## src/rtl/spi_sw_consts.svh

```systemverilog
// Register map, field positions, reset values and frame counts of the switch register bank
`ifndef SPI_SW_CONSTS_SVH
`define SPI_SW_CONSTS_SVH

// ********************************************************************
// Register addresses
// ********************************************************************
`define ADDR_SWITCH     7'h01
`define ADDR_ERR_EN     7'h02
`define ADDR_ERR_FLAGS  7'h03
`define ADDR_BURST      7'h05
`define ADDR_RST_KEY    7'h0b
`define ADDR_CLEAR      7'h6c

// ********************************************************************
// Reset values
// ********************************************************************
`define RST_SWITCH      4'h0
`define RST_ERR_EN      3'h6
`define RST_FLAGS       3'h0
`define RST_BURST       1'h0
`define RST_KEY         8'h00

// ********************************************************************
// Field positions
// ********************************************************************
`define BIT_ADDR_CHK    2
`define BIT_CLK_CHK     1
`define BIT_CRC_CHK     0
`define FLAG_ADDR       2
`define FLAG_CLK        1
`define FLAG_CRC        0

// ********************************************************************
// Frame figures and special words
// ********************************************************************
`define LEN_PLAIN       5'h10
`define LEN_CRC         5'h18
`define EDGE_ADDR       5'h08
`define EDGE_ADDR_CHK   5'h09
`define CLEAR_WORD      16'h6ca9
`define ALIGN_BYTE      8'h25
`define KEY_FIRST       8'ha3
`define KEY_SECOND      8'h05
`define CRC_POLY        8'h07
`define CRC_SEED        8'h00
`define RW_WRITE        1'h0
`define TOTAL_MAX       10'h3ff

`endif

```

## src/rtl/spi_sw_pkg.sv

```systemverilog
// Types shared by the switch register bank
package spi_sw_pkg;
  typedef enum logic [1:0] {st_idle, st_shift, st_hold} frame_state_t;
  typedef logic [3:0] switch_vec_t;
  typedef logic [7:0] reg_byte_t;
endpackage

```

## src/rtl/spi_switch_regs.sv

```systemverilog
// Serially controlled quad switch register bank with error detection and software reset
`include "spi_sw_consts.svh"
`timescale 1ns/1ps
module spi_switch_regs (
  input  wire logic                core_clk_i,
  input  wire logic                resetn_i,
  input  wire logic                spi_sclk_i,
  input  wire logic                spi_cs_n_i,
  input  wire logic                spi_sdi_i,
  output logic                     spi_sdo_o,
  output logic                     spi_sdo_oe_o,
  output spi_sw_pkg::switch_vec_t  switch_close_o
);
  import spi_sw_pkg::*;

  logic [2:0]   pin_sync;
  logic         cs_n, sclk, sdi, sclk_q, cs_q;
  logic         sclk_rise, sclk_fall, cs_fall, cs_rise;
  frame_state_t state;
  logic [4:0]   bit_idx, idx_next, frame_len;
  logic [9:0]   bit_total;
  logic [22:0]  shift_in;
  logic [23:0]  rx_word;
  logic         crc_on, burst_on, burst_reg, crc_req, cmd_rw;
  logic [6:0]   cmd_addr, wr_addr;
  logic [15:0]  payload;
  logic         is_write, is_clear, crc_ok, at_frame_end, commit, clear_go;
  logic         crc_bad, addr_bad9, addr_bad_clr, clk_bad, soft_rst_go, key_armed;
  reg_byte_t    wr_data, rst_key, read_data, tx_byte;
  logic [3:0]   wr_low;
  logic [2:0]   err_en, flags, next_flags;
  logic [2:0]   tx_pos, pos_n;

  // ********************************************************************
  // Helper functions
  // ********************************************************************
  function automatic reg_byte_t crc8_word(input logic [15:0] d);
    reg_byte_t c;
    logic      fb;
    c = `CRC_SEED;
    for (int i = 15; i >= 0; i--) begin
      fb = c[7] ^ d[i];
      c  = {c[6:0], 1'b0} ^ (fb ? `CRC_POLY : 8'h00);
    end
    return c;
  endfunction

  function automatic logic addr_ok(input logic rw, input logic [6:0] addr);
    case (addr)
      `ADDR_SWITCH, `ADDR_ERR_EN, `ADDR_BURST, `ADDR_RST_KEY: addr_ok = 1'b1;
      `ADDR_ERR_FLAGS: addr_ok = (rw != `RW_WRITE);
      default: addr_ok = 1'b0;
    endcase
  endfunction

  // ********************************************************************
  // Pin synchronisation and edge detection
  // ********************************************************************
  pin_filter #(.WIDTH(3), .RST_VAL(3'h4)) u_pins (
    .core_clk_i (core_clk_i),
    .resetn_i   (resetn_i),
    .pins_i     ({spi_cs_n_i, spi_sclk_i, spi_sdi_i}),
    .pins_o     (pin_sync)
  );

  assign cs_n      = pin_sync[2];
  assign sclk      = pin_sync[1];
  assign sdi       = pin_sync[0];
  assign sclk_rise = !cs_n && sclk && !sclk_q;
  assign sclk_fall = !cs_n && !sclk && sclk_q;
  assign cs_fall   = !cs_n && cs_q;
  assign cs_rise   = cs_n && !cs_q;

  always_ff @(posedge core_clk_i or negedge resetn_i) begin
    if (!resetn_i) begin
      sclk_q <= 1'b0;
      cs_q   <= 1'b1;
    end else begin
      sclk_q <= sclk;
      cs_q   <= cs_n;
    end
  end

  // ********************************************************************
  // Frame decode
  // ********************************************************************
  assign idx_next  = bit_idx + 5'h01;
  assign rx_word   = {shift_in, sdi};
  assign frame_len = crc_on ? `LEN_CRC : `LEN_PLAIN;
  assign payload   = crc_on ? rx_word[23:8] : rx_word[15:0];
  assign is_write  = (payload[15] == `RW_WRITE);
  assign wr_addr   = payload[14:8];
  assign wr_data   = payload[7:0];
  assign wr_low    = wr_data[3:0];
  assign is_clear  = (payload == `CLEAR_WORD);
  assign crc_ok    = !crc_on || (crc8_word(payload) == rx_word[7:0]);
  assign crc_req   = err_en[`BIT_CRC_CHK];

  assign at_frame_end = (state == st_shift) && sclk_rise && (idx_next == frame_len);
  assign commit       = at_frame_end && is_write && !is_clear && crc_ok &&
                        addr_ok(`RW_WRITE, wr_addr);
  assign clear_go     = at_frame_end && is_clear && crc_ok;
  assign crc_bad      = at_frame_end && crc_on && is_write && !crc_ok;
  assign addr_bad9    = (state == st_shift) && sclk_rise && (idx_next == `EDGE_ADDR_CHK) &&
                        err_en[`BIT_ADDR_CHK] && !addr_ok(cmd_rw, cmd_addr) &&
                        !(cmd_rw == `RW_WRITE && cmd_addr == `ADDR_CLEAR);
  assign addr_bad_clr = at_frame_end && err_en[`BIT_ADDR_CHK] && is_write &&
                        (wr_addr == `ADDR_CLEAR) && !is_clear;
  assign clk_bad      = cs_rise && (state != st_idle) && err_en[`BIT_CLK_CHK] &&
                        (burst_on ? (bit_idx != 5'h00 || bit_total == 10'h000)
                                  : (bit_total != {5'h00, frame_len}));
  assign soft_rst_go  = commit && key_armed && (wr_addr == `ADDR_RST_KEY) &&
                        (wr_data == `KEY_SECOND);

  // ********************************************************************
  // Frame sequencing
  // ********************************************************************
  always_ff @(posedge core_clk_i or negedge resetn_i) begin
    if (!resetn_i) begin
      state    <= st_idle;
      bit_idx  <= 5'h00;
      crc_on   <= 1'b0;
      burst_on <= 1'b0;
    end else if (cs_rise) begin
      state <= st_idle;
    end else begin
      case (state)
        st_idle: begin
          if (cs_fall) begin
            state    <= st_shift;
            bit_idx  <= 5'h00;
            crc_on   <= crc_req;
            burst_on <= burst_reg;
          end
        end
        st_shift: begin
          if (sclk_rise) begin
            if (idx_next == frame_len) begin
              bit_idx <= 5'h00;
              state   <= burst_on ? st_shift : st_hold;
            end else begin
              bit_idx <= idx_next;
            end
          end
        end
        st_hold: state <= st_hold;
        default: state <= st_idle;
      endcase
    end
  end

  always_ff @(posedge core_clk_i or negedge resetn_i) begin
    if (!resetn_i) begin
      shift_in  <= 23'h000000;
      bit_total <= 10'h000;
      cmd_rw    <= 1'b0;
      cmd_addr  <= 7'h00;
    end else if (cs_fall) begin
      bit_total <= 10'h000;
    end else if (sclk_rise) begin
      shift_in <= rx_word[22:0];
      if (bit_total != `TOTAL_MAX) begin
        bit_total <= bit_total + 10'h001;
      end
      if (state == st_shift && idx_next == `EDGE_ADDR) begin
        cmd_rw   <= rx_word[7];
        cmd_addr <= rx_word[6:0];
      end
    end
  end

  // ********************************************************************
  // Registers
  // ********************************************************************
  always_ff @(posedge core_clk_i or negedge resetn_i) begin
    if (!resetn_i) begin
      switch_close_o <= `RST_SWITCH;
      err_en         <= `RST_ERR_EN;
      burst_reg      <= `RST_BURST;
      rst_key        <= `RST_KEY;
    end else if (soft_rst_go) begin
      switch_close_o <= `RST_SWITCH;
      err_en         <= `RST_ERR_EN;
      burst_reg      <= `RST_BURST;
      rst_key        <= `RST_KEY;
    end else if (commit) begin
      case (wr_addr)
        `ADDR_SWITCH:  switch_close_o <= wr_low;
        `ADDR_ERR_EN:  err_en         <= wr_data[2:0];
        `ADDR_BURST:   burst_reg      <= wr_data[0];
        `ADDR_RST_KEY: rst_key        <= wr_data;
        default:       rst_key        <= rst_key;
      endcase
    end
  end

  always_ff @(posedge core_clk_i or negedge resetn_i) begin
    if (!resetn_i) begin
      key_armed <= 1'b0;
    end else if (at_frame_end) begin
      key_armed <= commit && (wr_addr == `ADDR_RST_KEY) &&
                   (wr_data == `KEY_FIRST) && !soft_rst_go;
    end
  end

  always_comb begin
    next_flags                = clear_go ? `RST_FLAGS : flags;
    next_flags[`FLAG_ADDR]    = next_flags[`FLAG_ADDR] | addr_bad9 | addr_bad_clr;
    next_flags[`FLAG_CLK]     = next_flags[`FLAG_CLK] | clk_bad;
    next_flags[`FLAG_CRC]     = next_flags[`FLAG_CRC] | crc_bad;
  end

  always_ff @(posedge core_clk_i or negedge resetn_i) begin
    if (!resetn_i) begin
      flags <= `RST_FLAGS;
    end else if (soft_rst_go) begin
      flags <= `RST_FLAGS;
    end else begin
      flags <= next_flags;
    end
  end

  always_comb begin
    case (rx_word[6:0])
      `ADDR_SWITCH:    read_data = {4'h0, switch_close_o};
      `ADDR_ERR_EN:    read_data = {5'h00, err_en};
      `ADDR_ERR_FLAGS: read_data = {5'h00, flags};
      `ADDR_BURST:     read_data = {7'h00, burst_reg};
      `ADDR_RST_KEY:   read_data = rst_key;
      default:         read_data = 8'h00;
    endcase
  end

  // ********************************************************************
  // Serial output
  // ********************************************************************
  assign pos_n = tx_pos + 3'h1;

  always_ff @(posedge core_clk_i or negedge resetn_i) begin
    if (!resetn_i) begin
      tx_byte      <= `ALIGN_BYTE;
      tx_pos       <= 3'h0;
      spi_sdo_o    <= 1'b0;
      spi_sdo_oe_o <= 1'b0;
    end else begin
      spi_sdo_oe_o <= !cs_n;
      if (cs_fall) begin
        tx_byte   <= `ALIGN_BYTE;
        tx_pos    <= 3'h0;
        spi_sdo_o <= 1'(`ALIGN_BYTE >> 7);
      end else if (sclk_fall) begin
        tx_pos    <= pos_n;
        spi_sdo_o <= tx_byte[3'h7 - pos_n];
      end else if (sclk_rise && state == st_shift) begin
        if (at_frame_end) begin
          tx_byte <= `ALIGN_BYTE;
        end else if (idx_next == `EDGE_ADDR) begin
          tx_byte <= read_data;
        end else if (idx_next == `LEN_PLAIN) begin
          tx_byte <= crc8_word({cmd_rw, cmd_addr, tx_byte});
        end
      end
    end
  end
endmodule

```

## src/rtl/pin_filter.sv

```systemverilog
// Three-stage pin synchroniser that accepts a change once stages two and three agree
`timescale 1ns/1ps
module pin_filter #(
  parameter int             WIDTH   = 3,
  parameter logic [WIDTH-1:0] RST_VAL = '0
) (
  input  wire logic             core_clk_i,
  input  wire logic             resetn_i,
  input  wire logic [WIDTH-1:0] pins_i,
  output logic      [WIDTH-1:0] pins_o
);

  logic [WIDTH-1:0] stage1;
  logic [WIDTH-1:0] stage2;
  logic [WIDTH-1:0] stage3;

  // ********************************************************************
  // Synchroniser chain
  // ********************************************************************
  always_ff @(posedge core_clk_i or negedge resetn_i) begin
    if (!resetn_i) begin
      stage1 <= RST_VAL;
      stage2 <= RST_VAL;
      stage3 <= RST_VAL;
    end else begin
      stage1 <= pins_i;
      stage2 <= stage1;
      stage3 <= stage2;
    end
  end

  // ********************************************************************
  // Agreement filter
  // ********************************************************************
  always_ff @(posedge core_clk_i or negedge resetn_i) begin
    if (!resetn_i) begin
      pins_o <= RST_VAL;
    end else begin
      for (int i = 0; i < WIDTH; i++) begin
        if (stage2[i] == stage3[i]) begin
          pins_o[i] <= stage3[i];
        end
      end
    end
  end

endmodule

```

## config.mk

```make
export PLATFORM = sky130hd
export DESIGN_NAME = spi_switch_regs
export DESIGN_NICKNAME = d
export VERILOG_FILES = /design/src/rtl/spi_sw_pkg.sv /design/src/rtl/spi_switch_regs.sv /design/src/rtl/pin_filter.sv
export VERILOG_INCLUDE_DIRS = /design/src /design/src/rtl
export SDC_FILE = /design/constraint.sdc
export NUM_CORES = 1
export LEC_CHECK = 0
export BUFFER_PORTS_ARGS = -buffer_cell sky130_fd_sc_hd__clkbuf_2
export CORE_UTILIZATION = 59
export CTS_BUF_LIST = sky130_fd_sc_hd__clkbuf_8
export CTS_CLUSTER_SIZE = 10
export DETAILED_ROUTE_END_ITERATION = 7
export PLACE_DENSITY = 0.85
export SLEW_MARGIN = 5
export SYNTH_ARGS = -nofsm -noshare
export SYNTH_HDL_FRONTEND = slang
export SYNTH_SLANG_ARGS = --single-unit
export TNS_END_PERCENT = 20
```

## constraint.sdc

```tcl
create_clock -name core_clk_i -period 9 [get_ports core_clk_i]
set_input_delay 2.7 -clock core_clk_i [delete_from_list [all_inputs] [get_ports core_clk_i]]
set_output_delay 2.7 -clock core_clk_i [all_outputs]
set_load 0.1 [all_outputs]
```

==> results of run 1 <==
[kinds of logic (layout without fill, tap and decap cells)]
group / after synthesis / in the layout
flops: 97 / 97
mux: 74 / 74
fa+ha+maj: 24 / 24
compound gates: 85 / 85
buf+inv: 55 / 53
simple gates: 162 / 162
xor+xnor: 83 / 83
[report_power, final]
part           switching [mW]  leakage (nW)  internal (mW)
Combinational           0.196          1.44          0.174
Clock                   0.147         0.115          0.171
Sequential             0.0795          1.28          0.469
[worst max path at each step]
| stage | from | end | slack [ns] |
|---|---|---|---|
| finish | crc_on | rst_key[1] | 4.20 |
| global route | crc_on | rst_key[1] | 3.88 |
| CTS | crc_on | rst_key[6] | 4.23 |
| detailed placement | crc_on | rst_key[5] | 4.25 |
| global placement | crc_on | rst_key[6] | 4.42 |
| floorplan | crc_on | rst_key[0] | 4.91 |
[worst max-delay path, cell delays in order (launching register included)]
cell and delay (ns):
dfrtp_1 0.33, buf_4 0.41, mux2_2 0.41, ha_1 0.39
xnor2_1 0.17, xnor2_1 0.27, xnor2_1 0.13, or3_1 0.31
a222oi_1 0.36, a31oi_1 0.41, nor4bb_2 1.11, mux2_4 0.35
[per-layer routing]
layer  GRT usage, %  vias to the layer above  wire, um
met2           44.9                      126      6360
met1           32.3                     2078      5370
met5              0                        -         0
met4           11.5                        0       371
met3           4.07                       28       572
li1               -                     1990         -
[cell usage in the layout (no fill, tap or decap), types with 4 or more instances in the layout]
master    count
a21oi_1      16
a31oi_1       5
and3_1        5
clkbuf_2      9
clkbuf_8     11
dfrtp_1      87
dfstp_2      10
ha_1         21
inv_1        24
mux2_2       36
mux2_4        8
mux2i_1      23
nand2_1      39
nand2b_1      6
nand3_1      17
nand4_1       5
nor2_1       43
nor3_1       13
o21ai_0      30
o31ai_1       4
or3_1         9
xnor2_1      52
xor2_1       26
[cell type report]
| type | instances | area (um^2) |
|---|---|---|
| clock inverter | 5 | 77.6 |
| tap | 133 | 166 |
| fill | 757 | 3470 |
| sequential | 97 | 2440 |
| timing repair buffer | 12 | 67.6 |
| multi-input combinational | 428 | 3300 |
| inverter | 25 | 96.3 |
| clock buffer | 11 | 151 |
[metrics by stage]
step	cell area, um^2	worst slack (ns)
2_1_floorplan	5960	4.91
3_3_place_gp	6070	4.42
3_5_place_dp	6070	4.25
4_1_cts	6300	4.23
5_1_grt	6300	3.88
6_report	6300	4.20
==> results.txt, run 1 <==
outcome: complete, no violations
minimum clock period: 4.80 ns
Antenna Nets Post-Route: 0
vias: 4222
CORE AREA: 9770 um^2
H-tree depth: 3
CP Max Fanout: 34
leakage dissipation: 2.83 nW
Worst R2R Path Depth: 11
Mapped Avg Cell Area: 10.3 um^2
Post-Syn Area: 5960 um^2
Post-Synth Adder-Cell Area: 4.91%
Commonest cells post-synth: dfrtp_1 (87), xnor2_1 (52), nor2_1 (44), nand2_1 (39), mux2_2 (36)
Starting Density: 61.0%
Hold WS: 0.352 ns
number of diodes: 0
most frequent cell after synthesis: dfrtp_1
Crit Path Class: register to register
Skew-Pair Late Insertion Delay: 0.37 ns
Worst VDD drop: 0.116 mV
Vias/cell: 5.94
DPL Wire Length: 9180 um
Detailed Route Iter0 Violations: 230
area share of the leading cell type in the synthesized netlist: 36.5%
num rows: 36
syn_nets: 606
Async S/R FF share, synth: 100%
CTS buffer count: 9
Clock Skew: 0.0155 ns
Compound-Gate Fraction of Synth Area: 8.98%
worst hold start: u_pins.stage1[0]
R2R setup slack: 4.20 ns
Sink Count: 97
biggest regs: shift_in (23), bit_total (10)
Synth area leader: dfrtp_1
Max Transition Viols Final: 0
type of origin of the critical path: register
initial antenna violation count: 0
number of remaining DRC errors: 0
# resized after CTS: 0
largest register by flop count: shift_in
final hold vios: 0
GRT overflow: 0
Post-Route WL: 12700 um
Hold/Removal Path Class: register to register
final total power: 1.24 mW
largest net degree at the start of global routing: 78
synth top area cells: dfrtp_1 (37%), xnor2_1 (7.6%), mux2_2 (6.8%)
pwr/cell area: 196 nW/um^2
Synth Flop Type: dfrtp_1
Final Core Density: 64.5%
fmax: 0.208 GHz
io pins: 11
Die ar.: 10500 um^2
Post-CTS Setup Inserts: 0
Synth Instances: 580
RePlAce Congestion: 0.991
xor and xnor area share after synthesis: 13.1%
GRT Total Usage: 26.0%
Slew headroom: 18.4%
unrepaired setup endpoints after global routing: no
register clock-pin slew on the reported worst setup and hold paths: 0.09 ns
non-filler instance count after layout: 711
sequential area share after synthesis: 40.9%
CTS Buffer Depth: 2
DR WL/cell: 17.8 um
Largest register FFs: 23
worst reg2reg startpoint: crc_on
crit path DAT: 5.06 ns
die height: 103 um
hold path endpoint: u_pins.stage2[0]
simple-gate area share of the yosys netlist: 13.4%
Clock Tree Root: clkbuf_8
die width: 103 um
Worst EP required: 9.25 ns
first-pass GRT wire length: 20400 um
Hold Crit Depth: 0
TritonCTS clock tree: built
FF-to-FF End: rst_key[1]
Placed Cells: 695
Yosys reg bits: 97
Fin Setup TNS: 0 ns
vias in the first global route: 4087
worst slew pin tran: 1.21 ns
post-synthesis mux area share: 14.8%
maxcap violations: 0
crit end category: register
Yosys cell types: 68
Final Cycle Share: 53.4%
main combinational cell family by area after synthesis: multiplexers
Ys Warns: 0
Post-synth EDFFs: 0
share of layout cells above drive strength 1: 16.3%
setup violators final: 0
Port Buf Inserts: 10
drt pass-1 iters: 7
# hold bufs at CTS: 0
Layout area overhead: 5.71%
layout net count: 599
Power figures use the tool's default switching activity.
==> inputs of run 2 (changes only) <==
- PLACE_DENSITY: 0.85 -> 0.88
- clock period: 9 -> 3.97 ns (I/O delays scaled with it)
==> run 2 against run 1 <==
Clock skew decreased by 0.0038 ns. Critical endpoint is now rst_key[5]. Power increased by 130%. Wire length increased by 3.6%. Count of clock-buffer cells in the layout decreased by 2. Sequential cell count unchanged. Sequential power increased by 120%. Largest cell class unchanged. Fmax increased by 27%. Critical path depth increased by 1. Die area unchanged.
==> results.txt, run 2 (synthesis results as in run 1) <==
worst reg2reg startpoint: crc_on (unchanged)
# hold bufs at CTS: 0 (unchanged)
DPL Wire Length: 9840 um (was 9180 um)
RePlAce Congestion: 0.946 (was 0.991)
Post-CTS Setup Inserts: 0 (unchanged)
pwr/cell area: 442 nW/um^2 (was 196 nW/um^2)
Placed Cells: 703 (was 695)
vias in the first global route: 4359 (was 4087)
layout net count: 607 (was 599)
number of diodes: 0 (unchanged)
minimum clock period: 3.78 ns (was 4.80 ns)
Hold/Removal Path Class: register to register (unchanged)
Vias/cell: 5.95 (was 5.94)
most common cell after layout, fill and taps aside: dfrtp_1 (unchanged)
die height: 103 um (unchanged)
Worst VDD drop: 0.306 mV (was 0.116 mV)
GRT overflow: 0 (unchanged)
Detailed Route Iter0 Violations: 277 (was 230)
DR WL/cell: 18.2 um (was 17.8 um)
number of remaining DRC errors: 0 (unchanged)
CTS buffer count: 9 (unchanged)
worst slew pin tran: 0.937 ns (was 1.21 ns)
TritonCTS clock tree: built (unchanged)
crit end category: register (unchanged)
Gate power share: 31.1% (was 29.9%)
worst hold start: u_pins.stage1[1] (was u_pins.stage1[0])
worst setup margin: 0.185 ns (was 4.20 ns)
final hold vios: 0 (unchanged)
Skew-Pair Late Insertion Delay: 0.38 ns (was 0.37 ns)
register clock-pin slew on the reported worst setup and hold paths: 0.09 ns (about the same)
Sink Count: 97 (unchanged)
maxcap violations: 0 (unchanged)
first-pass GRT wire length: 22000 um (was 20400 um)
Layout area overhead: 6.57% (was 5.71%)
Flop pwr share: 43.5% (was 44.4%)
GRT Total Usage: 27.8% (was 26.0%)
CORE AREA: 9770 um^2 (unchanged)
vias: 4275 (was 4222)
# resized after CTS: 0 (unchanged)
largest register by flop count: shift_in (unchanged)
pre-CTS setup slack: 0.251 ns (was 4.25 ns)
leakage dissipation: 2.87 nW (was 2.83 nW)
max incr delay on CP: 0.41 ns (was 1.11 ns)
Die ar.: 10500 um^2 (unchanged)
drt pass-1 iters: 5 (was 7)
Worst path slowest cell: dfrtp_1 (was nor4bb_2)
Clock power frac: 25.4% (was 25.7%)
crit path DAT: 4.05 ns (was 5.06 ns)
Crit Path Class: register to register (unchanged)
num rows: 36 (unchanged)
CP Max Fanout: 19 (was 34)
share of layout cells above drive strength 1: 17.2% (was 16.3%)
Starting Density: 61.0% (unchanged)
die width: 103 um (unchanged)
largest net degree at the start of global routing: 55 (was 78)
final total power: 2.81 mW (was 1.24 mW)
initial antenna violation count: 0 (unchanged)
internal power: 1.83 mW (was 0.814 mW)
Worst R2R Path Depth: 12 (was 11)
most frequent cells in the layout: dfrtp_1 (87), xnor2_1 (52), nor2_1 (43) (unchanged)
Max Transition Viols Final: 0 (unchanged)
Sw Share: 34.8% (was 34.2%)
setup violators final: 0 (unchanged)
CP Launch Point: crc_on (unchanged)
biggest regs: shift_in (23), bit_total (10) (unchanged)
Slew headroom: 37.5% (was 18.4%)
CP Cell Sequence: buf_4, mux2i_2, ha_1, xnor2_1, xnor2_2, xnor2_1, or3_1, a222oi_1, a31oi_1, nor4bb_2, buf_4, mux2_4 (was buf_4, mux2_2, ha_1, xnor2_1, xnor2_1, xnor2_1, or3_1, a222oi_1, a31oi_1, nor4bb_2, mux2_4)
Port Buf Inserts: 10 (unchanged)
Clock Tree Root: clkbuf_8 (unchanged)
outcome: complete, no violations (unchanged)
Largest register FFs: 23 (unchanged)
non-filler instance count after layout: 719 (was 711)
unrepaired setup endpoints after global routing: no (unchanged)
type of origin of the critical path: register (unchanged)
Clock Skew: 0.0117 ns (was 0.0155 ns)
fmax: 0.264 GHz (was 0.208 GHz)
Hold Crit Depth: 0 (unchanged)
sw power: 0.977 mW (was 0.422 mW)
Fin Setup TNS: 0 ns (unchanged)
H-tree depth: 3 (unchanged)
CTS Buffer Depth: 2 (unchanged)
Antenna Nets Post-Route: 0 (unchanged)
Post-Route WL: 13100 um (was 12700 um)
io pins: 11 (unchanged)
Final Cycle Share: 95.3% (was 53.4%)
Worst EP required: 4.23 ns (was 9.25 ns)
==> run 2: metrics by stage <==
step                      hold slack [ns]  instance area, um^2  util [%]
after floorplan                     0.331                 5960         -
after global placement              0.335                 6130      62.7
after detailed placement            0.335                 6130      62.7
after CTS                           0.348                 6350      65.0
after global routing                0.365                 6350      65.0
final                               0.350                 6350      65.0
==> run 2: routing by layer <==
| layer | part of all wire (%) | GRT usage (%) | vias up | wire length [um] |
|---|---|---|---|---|
| met2 | 51 | 48.5 | 127 | 6690 |
| met5 | 0 | 0 | - | 0 |
| met4 | 2.6 | 10.8 | 0 | 338 |
| met3 | 4.2 | 4.88 | 31 | 553 |
| li1 | - | - | 2006 | - |
| met1 | 42 | 34.5 | 2111 | 5540 |
==> run 2: worst paths after layout <==
check	slack, ns	to
min reg2reg	0.35	u_pins.stage2[1]
min in group asynchronous	0.84	bit_total[0]
max	0.19	rst_key[5]
max reg2reg	0.19	rst_key[5]
max in group asynchronous	2.35	tx_byte[5]
min	0.35	u_pins.stage2[1]
==> run 2: final cells by class <==
type	instances	area [um^2]
repair buffers	20	128
inverters	25	96.3
well taps	133	166
clock buffers	9	124
multi-input cells	428	3300
flip-flops and latches	97	2440
clock inverters	7	96.3
fillers	745	3420
==> run 2: worst max-delay path, delay by kind of cell, from the launching register on <==
family                   cells  cell delay [ns]
buffers and inverters        2             0.53
adder cells (fa/ha/maj)      1             0.30
multiplexers                 2             0.68
flip-flops                   1             0.41
XOR/XNOR                     3             0.52
AO/OA/AOI/OAI                2             0.57
AND/OR/NAND/NOR              2             0.67
==> run 2: power by group through the flow <==
stage                     clock (mW)  combinational [mW]  sequential (mW)
after floorplan                    0               0.723             1.15
final                          0.712               0.873             1.22
after global placement             0               0.836             1.23
after CTS                      0.724               0.871             1.22
after global routing           0.763               0.964             1.23
after detailed placement           0               0.864             1.23
